File: src/verilog/asp_consts.svh
`ifndef ASP_CONSTS_SVH
`define ASP_CONSTS_SVH

// serial frame layout
`define ASP_FRAME_BITS 16
`define ASP_RES_BITS 12
`define ASP_CNT_W 5
`define ASP_PAD_BITS 4
// channel field inside the captured control word
`define ASP_CHAN_LSB 11
`define ASP_CHAN_W 3
`define ASP_CHAN_RST 3'h0
// result buffer
`define ASP_FIFO_DEPTH 32
// host-side limits, kept for reference only; the bench does not use them
`define ASP_SCLK_MIN_KHZ 800
`define ASP_SCLK_MAX_KHZ 16000
`define ASP_RATE_MIN_KSPS 50
`define ASP_RATE_MAX_KSPS 1000

`endif

File: src/verilog/asp_pkg.sv
package asp_pkg;
  typedef enum logic [0:0] {
    ASP_IDLE = 1'b0,
    ASP_FRAME = 1'b1
  } asp_state_t;
endpackage

File: src/verilog/asp_top.sv
// Notes on behaviour
// - a falling edge on the chip select starts a conversion.
// - conversions repeat frame after frame while chip select stays low.
// - control bits are taken from the data input on serial clock rising edges.
// - result bits change on the data output at serial clock falling edges.
// - the chip select fall and the serial clock pace conversion; the serial clock alone paces readout.
// - results are sent as plain unsigned binary.
// - every result is 12 bits wide.
// - the channel, 0 to 7, comes from the control word loaded by the host.
`timescale 1ns/100ps
`include "asp_consts.svh"

module asp_fifo #(
  parameter int WIDTH = `ASP_RES_BITS,
  parameter int DEPTH = `ASP_FIFO_DEPTH
) (
  input wire logic clk_in,
  input wire logic rst_in,
  // fill side
  input wire logic in_valid_in,
  input wire logic [WIDTH-1:0] in_data_in,
  output logic in_ready_out,
  // drain side
  output logic out_valid_out,
  output logic [WIDTH-1:0] out_data_out,
  input wire logic out_ready_in
);
  localparam int AW = $clog2(DEPTH);
  logic [WIDTH-1:0] mem_q [DEPTH];
  logic [AW-1:0] wr_q, wr_d, rd_q, rd_d;
  logic [AW:0] cnt_q, cnt_d;
  logic ready_q, ready_d;
  logic push, pop;

  always_comb begin
    push = in_valid_in && ready_q;
    pop = (cnt_q != '0) && out_ready_in;
    wr_d = push ? wr_q + 1'b1 : wr_q;
    rd_d = pop ? rd_q + 1'b1 : rd_q;
    cnt_d = cnt_q + {{AW{1'b0}}, push} - {{AW{1'b0}}, pop};
    ready_d = cnt_d < (AW+1)'(DEPTH);
  end

  always_ff @(posedge clk_in) begin
    if (rst_in) begin
      wr_q <= '0;
      rd_q <= '0;
      cnt_q <= '0;
      ready_q <= 1'b1;
    end else begin
      wr_q <= wr_d;
      rd_q <= rd_d;
      cnt_q <= cnt_d;
      ready_q <= ready_d;
    end
  end

  always_ff @(posedge clk_in) begin
    if (push) begin
      mem_q[wr_q] <= in_data_in;
    end
  end

  assign in_ready_out = ready_q;
  assign out_valid_out = cnt_q != '0;
  assign out_data_out = mem_q[rd_q];
endmodule

module asp_top #(
  parameter int RES_BITS = `ASP_RES_BITS,
  parameter int FIFO_DEPTH = `ASP_FIFO_DEPTH
) (
  // clock and reset
  input wire logic ref_clk_in,
  input wire logic sys_rst_in,
  // serial pins
  input wire logic cs_n_in,
  input wire logic sclk_in,
  input wire logic sdi_in,
  output logic sdo_out,
  output logic sdo_oe_out,
  // converter core: request and result
  output logic conv_req_out,
  output logic [`ASP_CHAN_W-1:0] conv_chan_out,
  input wire logic conv_valid_in,
  input wire logic [RES_BITS-1:0] conv_data_in,
  output logic conv_ready_out
);
  // pin synchronisers; stage one is read only by stage two
  logic [2:0] s1_q, s2_q;
  logic sclk_prev_q;
  logic cs_prev_q;
  always_ff @(posedge ref_clk_in) begin
    if (sys_rst_in) begin
      s1_q <= 3'h7;
      s2_q <= 3'h7;
      sclk_prev_q <= 1'b1;
      cs_prev_q <= 1'b1;
    end else begin
      s1_q <= {cs_n_in, sclk_in, sdi_in};
      s2_q <= s1_q;
      sclk_prev_q <= s2_q[1];
      cs_prev_q <= s2_q[2];
    end
  end

  logic cs_n_s, sclk_s, sdi_s, sclk_rise, sclk_fall, cs_fall;
  assign cs_n_s = s2_q[2];
  assign sclk_s = s2_q[1];
  assign sdi_s = s2_q[0];
  // serial clock edges and the chip select fall are the timing events of the port
  assign sclk_rise = sclk_s && !sclk_prev_q;
  assign sclk_fall = !sclk_s && sclk_prev_q;
  assign cs_fall = !cs_n_s && cs_prev_q;

  logic fifo_valid, fifo_pop;
  logic [RES_BITS-1:0] fifo_data;
  asp_fifo #(.WIDTH(RES_BITS), .DEPTH(FIFO_DEPTH)) u_fifo (
    .clk_in(ref_clk_in),
    .rst_in(sys_rst_in),
    .in_valid_in(conv_valid_in),
    .in_data_in(conv_data_in),
    .in_ready_out(conv_ready_out),
    .out_valid_out(fifo_valid),
    .out_data_out(fifo_data),
    .out_ready_in(fifo_pop)
  );

  asp_pkg::asp_state_t st_q, st_d;
  logic [`ASP_CNT_W-1:0] cnt_q, cnt_d;
  logic [`ASP_FRAME_BITS-1:0] tx_q, tx_d, rx_q, rx_d, word;
  logic wrap_q, wrap_d, req_q, req_d, oe_q, oe_d;
  logic [`ASP_CHAN_W-1:0] chan_q, chan_d;

  // unsigned 12-bit result behind four zero pad bits
  assign word = {{`ASP_PAD_BITS{1'b0}}, fifo_valid ? fifo_data : {RES_BITS{1'b0}}};

  always_comb begin
    st_d = st_q;
    cnt_d = cnt_q;
    tx_d = tx_q;
    rx_d = rx_q;
    wrap_d = wrap_q;
    req_d = 1'b0;
    chan_d = chan_q;
    fifo_pop = 1'b0;
    oe_d = !cs_n_s;
    if (cs_n_s) begin
      // frame abandoned, clock and data ignored
      st_d = asp_pkg::ASP_IDLE;
      cnt_d = '0;
      wrap_d = 1'b0;
      tx_d = '0;
    end else if (cs_fall || st_q == asp_pkg::ASP_IDLE) begin
      // new conversion on the selected channel
      // a pad zero stands on the pin until the first falling edge loads the word,
      // so every frame bit is launched by a falling edge and read on the rise after
      // it; popping that late also lets a result that has just landed make the frame
      st_d = asp_pkg::ASP_FRAME;
      cnt_d = '0;
      req_d = 1'b1;
      tx_d = '0;
      wrap_d = 1'b1;
    end else begin
      if (sclk_rise) begin
        rx_d = {rx_q[`ASP_FRAME_BITS-2:0], sdi_s};
        if (cnt_q == `ASP_CNT_W'(`ASP_FRAME_BITS - 1)) begin
          // frame complete, next one begins at once
          cnt_d = '0;
          wrap_d = 1'b1;
          req_d = 1'b1;
          chan_d = rx_d[`ASP_CHAN_LSB+:`ASP_CHAN_W];
        end else begin
          cnt_d = cnt_q + 1'b1;
        end
      end
      if (sclk_fall) begin
        if (wrap_q) begin
          // first falling edge of a frame: the word's leading pad bit goes out
          wrap_d = 1'b0;
          tx_d = word;
          fifo_pop = fifo_valid;
        end else begin
          tx_d = {tx_q[`ASP_FRAME_BITS-2:0], 1'b0};
        end
      end
    end
  end

  always_ff @(posedge ref_clk_in) begin
    if (sys_rst_in) begin
      st_q <= asp_pkg::ASP_IDLE;
      cnt_q <= '0;
      tx_q <= '0;
      rx_q <= '0;
      wrap_q <= 1'b0;
      req_q <= 1'b0;
      oe_q <= 1'b0;
      chan_q <= `ASP_CHAN_RST;
    end else begin
      st_q <= st_d;
      cnt_q <= cnt_d;
      tx_q <= tx_d;
      rx_q <= rx_d;
      wrap_q <= wrap_d;
      req_q <= req_d;
      oe_q <= oe_d;
      chan_q <= chan_d;
    end
  end

  // an empty buffer sends zeros rather than stalling the host's frame
  assign sdo_out = tx_q[`ASP_FRAME_BITS-1];
  assign sdo_oe_out = oe_q;
  assign conv_req_out = req_q;
  assign conv_chan_out = chan_q;
endmodule
File: config.mk
export PLATFORM = sky130hd
export DESIGN_NAME = asp_top
export DESIGN_NICKNAME = d
export VERILOG_FILES = /design/src/verilog/asp_pkg.sv /design/src/verilog/asp_top.sv
export VERILOG_INCLUDE_DIRS = /design/src /design/src/verilog
export SDC_FILE = /design/constraint.sdc
export NUM_CORES = 1
export LEC_CHECK = 0
export BUFFER_PORTS_ARGS = -buffer_cell sky130_fd_sc_hd__buf_2
export CAP_MARGIN = 10
export CORE_ASPECT_RATIO = 1.75
export CORE_MARGIN = 8
export CORE_UTILIZATION = 30
export CTS_BUF_LIST = sky130_fd_sc_hd__clkbuf_8
export CTS_CLUSTER_DIAMETER = 200
export DETAILED_ROUTE_END_ITERATION = 7
export GPL_TIMING_DRIVEN = 1
export SETUP_SLACK_MARGIN = 0.1
export SKIP_LAST_GASP = 1
export SLEW_MARGIN = 20
export SYNTH_ARGS = -nofsm -noshare
export SYNTH_HDL_FRONTEND = slang
export SYNTH_HIERARCHICAL = 1
export SYNTH_SLANG_ARGS = --single-unit
File: constraint.sdc
create_clock -name ref_clk_in -period 4.4 [get_ports ref_clk_in]
set_clock_uncertainty 0.2 [all_clocks]
set_input_delay 0.22 -clock ref_clk_in [delete_from_list [all_inputs] [get_ports ref_clk_in]]
set_output_delay 0.22 -clock ref_clk_in [all_outputs]
set_load 0.05 [all_outputs]
==> summary.txt, run 1 <==
status: finished, final reports clean
HPWL after DPL: 25.86 mm
CP Cell Sequence: inv_1 -> ha_1 -> nand4bb_1 -> and4b_1 -> and2_1 -> nand2_1 -> inv_1 -> ha_1 -> inv_1 -> ha_1 -> a21o_1 -> a21oi_1 -> nor4_1 -> or3_1
mapped cell area: 0.01785 mm^2
Period Utilization, post-route: 80.76%
setup_tns: 0 ns
largest net degree at the start of global routing: 50
initial DRC count: 652
Cell variety after synth: 53
syn nets: 1,090
CTS tree: built
synth top area cells: edfxtp_1 65%, dfxtp_1 8.0%, mux2i_1 5.6%, mux4_2 4.9%, a22oi_1 2.1%
critical path startpoint category: register
Post-synth ARST share: 0%
die height: 338.7 um
Inst Count DP: 1,837
Total GRT Usage: 11.55%
EDFF count, synth: 384
final hold vios: 0
Worst Tran Pin Value: 1.053 ns
Die Wd: 200.4 um
share of layout cells above drive strength 1: 17.64%
Worst Setup End Kind: register
Vias: 9,413
grt total ovfl: 0
most frequent cells in the layout: 384 x edfxtp_1, 99 x mux2i_1, 69 x dfxtp_1
Layout fillers: 5,642
maximum buffer depth of the clock tree: 3
most common cell after layout, fill and taps aside: edfxtp_1
pwr dens: 399.2 mW/mm^2
Remaining DRCs: 0
Resize count post-CTS: 0
Final nets: 1,171
Clk pwr share: 35.0%
min cycle time layout: 3.554 ns
RSZ-0062 raised after global routing: no
max_cap viols: 0
Main synth FF type: edfxtp_1
die area: 0.06786 mm^2
Non-Filler Instances: 1,966
vias per cell: 4.788
yosys warns: 6
drt pass-1 iters: 5
internal power: 0.006205 W
final setup violation count: 0
max incr delay on CP: 0.51 ns
Syn Inst Count: 1,057
vias in the first global route: 9,851
switching portion of total power: 23.09%
CTS buffer count: 61
syn_area_per_cell: 16.89 um^2
Skew-Pair Late Insertion Delay: 0.64 ns
Final Max Slew Viols: 0
Synth top area share: 64.61%
first-pass GRT wire length: 60.06 mm
GPL Wtd Cong: 0.7597
leak pwr: 6.196 nW
Layout Area Growth over Synthesis: 13.22%
Routed Antenna Nets: 0
Crit-path slowest cell: and4b_1
Clock Sink Count: 455
final WL: 40.09 mm
Root Buffer: clkbuf_8
Yosys reg bits: 455
register area share after synthesis: 72.57%
leading area contributor after synthesis: edfxtp_1
Setup CP Type: register to register
Min Hold Slack: 0.08516 ns
CP max FO: 13
Worst Path Required: 4.72 ns
I/O pin total: 25
switching pwr: 0.001862 W
critical path data arrival time: 3.88 ns
Achievable Freq: 0.2814 GHz
Rows: 118
PortBufs: 24
relative slew slack: 29.56%
CTS H-Tree Depth: 2
initial antenna violation count: 1
Max IR drop VDD: 0.0001908 V
wire per inst: 20.39 um
placeable core region: 0.05906 mm^2
Worst Hold Class: input pin to register
clock transition at the registers of the reported paths: 0.07 ns
DP Area: 0.01896 mm^2
Initial Util: 30.22%
Flop pwr share: 59.2%
combinational share of power: 5.8%
cell area after layout: 0.02021 mm^2
## cell families (layout without fill, tap and decap cells)
logic type               after synthesis  count (layout)  synth area share (%)
buffers and inverters                 78             206                 2.110
AND/OR/NAND/NOR                      214             214                 6.197
other                                  0               1                     0
multiplexers                         147             147                 11.80
XOR/XNOR                              11              11                0.5398
AO/OA/AOI/OAI                        137             137                 5.692
flip-flops                           455             455                 72.57
adder cells (fa/ha/maj)               15              15                 1.094
## through the flow
stage | setup slack, ns | utilization [%] | total power, W
after CTS | 0.8329 | 34.21 | 0.008167
after detailed placement | 0.8609 | 32.11 | 0.005325
after global routing | 0.5472 | 34.22 | 0.008381
after floorplan | 1.113 | - | 0.005150
after global placement | 0.9975 | 32.08 | 0.005301
final | 0.8464 | 34.22 | 0.008067
## flip-flops by register name, summed over array words and instances (netlist names), named ones only
| name | flops |
|---|---|
| st_q | 1 |
| u_fifo/rd_q | 5 |
| conv_req_out | 1 |
| cnt_q | 5 |
| rx_q | 13 |
| s1_q | 3 |
| u_fifo/wr_q | 5 |
| wrap_q | 1 |
| s2_q | 3 |
| u_fifo/mem_q | 384 |
| sclk_prev_q | 1 |
| cs_prev_q | 1 |
| u_fifo/in_ready_out | 1 |
| sdo_oe_out | 1 |
| conv_chan_out | 3 |
| tx_q | 16 |
| u_fifo/cnt_q | 6 |
## layout make-up
| type | count | area [um^2] | share of cell area (%) |
|---|---|---|---|
| Antenna cell | 1 | 2.502 | 0.01238 |
| Clock buffer | 61 | 839.6 | 4.155 |
| Clock inverter | 49 | 217.7 | 1.077 |
| Inverter | 16 | 60.06 | 0.2972 |
| Multi-Input combinational cell | 524 | 4542 | 22.48 |
| Sequential cell | 455 | 12960 | 64.13 |
| Tap cell | 780 | 975.9 | 4.829 |
| Timing Repair Buffer | 80 | 610.6 | 3.021 |
## repair_timing
action,in CTS,in global routing
setup buffers,0,0
hold buffers,18,0
hold endpoints to repair,417,0
## metal layers
layer	GRT usage (%)	routed length [um]	vias up
met1	11.29	14030	4797
met2	22.37	22600	210
li1	-	-	4317
met4	7.271	2303	0
met5	0	0	-
met3	1.588	1160	89
## final timing paths
path	slack, ns	endpoint	start	depth (start not counted)
setup / recovery	0.85	u_fifo/cnt_q[5]	u_fifo/cnt_q[2]	14
hold / removal	0.09	s1_q[2]	cs_n_in	3
setup reg to reg	0.85	u_fifo/cnt_q[5]	u_fifo/cnt_q[2]	14
hold reg to reg	0.21	s2_q[0]	s1_q[0]	1
## synth_stat cells (all sizes together) (18+ instances only)
master  instances
a21oi          25
a22oi          49
buf            31
clkbuf         31
dfxtp          71
edfxtp        384
mux2i          99
mux4           48
nand2          41
nand3          54
nand3b         18
nor2           52
## worst max-delay path, delay by kind of cell (launching register included)
family / cells / cell delay [ns]
AND/OR/NAND/NOR: 6 / 1.65
flip-flops: 1 / 0.34
adder cells (fa/ha/maj): 3 / 0.59
AO/OA/AOI/OAI: 2 / 0.44
buffers and inverters: 3 / 0.20
## power groups by stage
stage | sequential (W) | combinational (W) | clock [W]
2_1_floorplan | 0.00488 | 0.000273 | 0
3_3_place_gp | 0.00487 | 0.000434 | 0
3_5_place_dp | 0.00487 | 0.000457 | 0
4_1_cts | 0.00478 | 0.000473 | 0.00292
5_1_grt | 0.00478 | 0.000514 | 0.00309
6_report | 0.00477 | 0.000467 | 0.00283
(Power assumes the default switching activity.)
==> run 2, diff against run 1 <==
Clock period 4.4 ns to 3 ns, I/O delays scaled along.
==> run 2 against run 1 <==
Sequential share of layout area is 1.1 points lower; via count up 1.5%; global-route usage grew 0.27 points; maximum frequency grew 30%; clock power grew 47%; cell area is 1.8% higher; critical path type unchanged; largest power group unchanged.
==> summary.txt, run 2 (synthesis results as in run 1) <==
status: finished, final reports clean
GPL Wtd Cong: 0.7577
HPWL after DPL: 26.57 mm
Setup WS pre-CTS: 0.2379 ns
initial DRC count: 515
Final Worst Setup Slack: 0.2663 ns
most common cell after layout, fill and taps aside: edfxtp_1
buffers plus inverters on the worst setup path: 3
# Post-CTS Setup Buffers: 0
Max IR drop VDD: 0.0003089 V
most used cell along the critical path: inv_2
relative slew slack: 45.37%
drt pass-1 iters: 5
placeable core region: 0.05906 mm^2
PortBufs: 24
first-pass GRT wire length: 61.15 mm
die area: 0.06786 mm^2
final WL: 40.72 mm
Vias: 9,556
Worst Setup End Kind: register
Util after Layout: 34.83%
vias in the first global route: 10,100
Crit-path slowest cell: fa_2
Reg with most FFs: u_fifo/mem_q
maximum buffer depth of the clock tree: 3
Root Buffer: clkbuf_8
final hold vios: 0
max incr delay on CP: 0.36 ns
Period Utilization, post-route: 91.12%
CTS buffer count: 57
Final nets: 1,200
I/O pin total: 25
Setup CP Type: register to register
Rows: 118
Worst Tran Pin Value: 0.8195 ns
Die Wd: 200.4 um
Hold Buf Count CTS: 24
min cycle time layout: 2.734 ns
top flop regs: u_fifo/mem_q: 384 flops, tx_q: 16 flops, rx_q: 13 flops
clock transition at the registers of the reported paths: 0.07 ns
wire per inst: 20.43 um
initial antenna violation count: 1
Achievable Freq: 0.3658 GHz
Worst Hold Class: register to register
vias per cell: 4.795
pwr dens: 580.4 mW/mm^2
CP delay by family, top: adder cells
most frequent cells in the layout: 384 x edfxtp_1, 99 x mux2i_1, 67 x dfxtp_1
Worst Path Required: 3.31 ns
Final Max Slew Viols: 0
die height: 338.7 um
Resize count post-CTS: 0
number of flip-flops under the largest register name: 384
max_cap viols: 0
Tot Pwr: 0.01194 W
Initial Util: 30.22%
largest net degree at the start of global routing: 33
Layout Area Growth over Synthesis: 15.24%
CTS H-Tree Depth: 2
Remaining DRCs: 0
leak pwr: 6.384 nW
Skew-Pair Late Insertion Delay: 0.65 ns
CP max FO: 5
CTS tree: built
grt total ovfl: 0
final setup violation count: 0
RSZ-0062 raised after global routing: no
critical path startpoint category: register
Total GRT Usage: 11.82%
critical path data arrival time: 3.05 ns
Routed Antenna Nets: 0
Clock Sink Count: 455
CP Cell Sequence: inv_2 -> ha_2 -> nand4bb_1 -> and4b_1 -> and2_4 -> nand2_4 -> inv_2 -> ha_4 -> inv_2 -> ha_4 -> fa_2 -> a21oi_1 -> o21bai_1 -> xnor2_1 -> nor2_1
share of layout cells above drive strength 1: 19.80%
setup_tns: 0 ns
-- run 2: final timing paths --
check	startpoint	end	slack, ns	depth (start not counted)
hold / removal	s1_q[2]	s2_q[2]	0.21	1
setup reg to reg	u_fifo/cnt_q[3]	u_fifo/cnt_q[4]	0.27	15
setup / recovery	u_fifo/cnt_q[3]	u_fifo/cnt_q[4]	0.27	15
hold reg to reg	s1_q[2]	s2_q[2]	0.21	1
-- run 2: cell type report --
| class | count | area, um^2 |
|---|---|---|
| Inverter | 16 | 60.06 |
| Clock inverter | 43 | 207.7 |
| Fill cell | 5660 | 38490 |
| Timing Repair Buffer | 113 | 935.9 |
| Tap cell | 780 | 975.9 |
| Clock buffer | 61 | 839.6 |
| Sequential cell | 455 | 12960 |
| Multi-Input combinational cell | 524 | 4584 |
| Antenna cell | 1 | 2.502 |
-- run 2: power by group --
group / switching (W) / leakage, nW / internal [W] / total [W]
combinational: 0.000489 / 1.72 / 0.000285 / 0.000774
sequential: 0.0000421 / 4.03 / 0.00696 / 0.00700
clock: 0.00219 / 0.633 / 0.00196 / 0.00416
total: 0.00273 / 6.38 / 0.00921 / 0.0119
-- run 2: per-layer routing --
metal,GRT usage [%],vias to the layer above,share of wire [%]
met3,1.492,77,3.0
li1,-,4368,-
met1,11.30,4916,34
met5,0,-,0
met2,23.59,195,57
met4,6.764,0,5.1
-- run 2: through the flow --
step           cells  hold WS (ns)  instance area (um^2)
2_1_floorplan   1057       0.04887                 17940
3_3_place_gp    1864        0.1377                 19280
3_5_place_dp    1864        0.1409                 19280
4_1_cts         1992        0.2133                 20570
5_1_grt         1993        0.2381                 20570
6_report        1993        0.2095                 20570
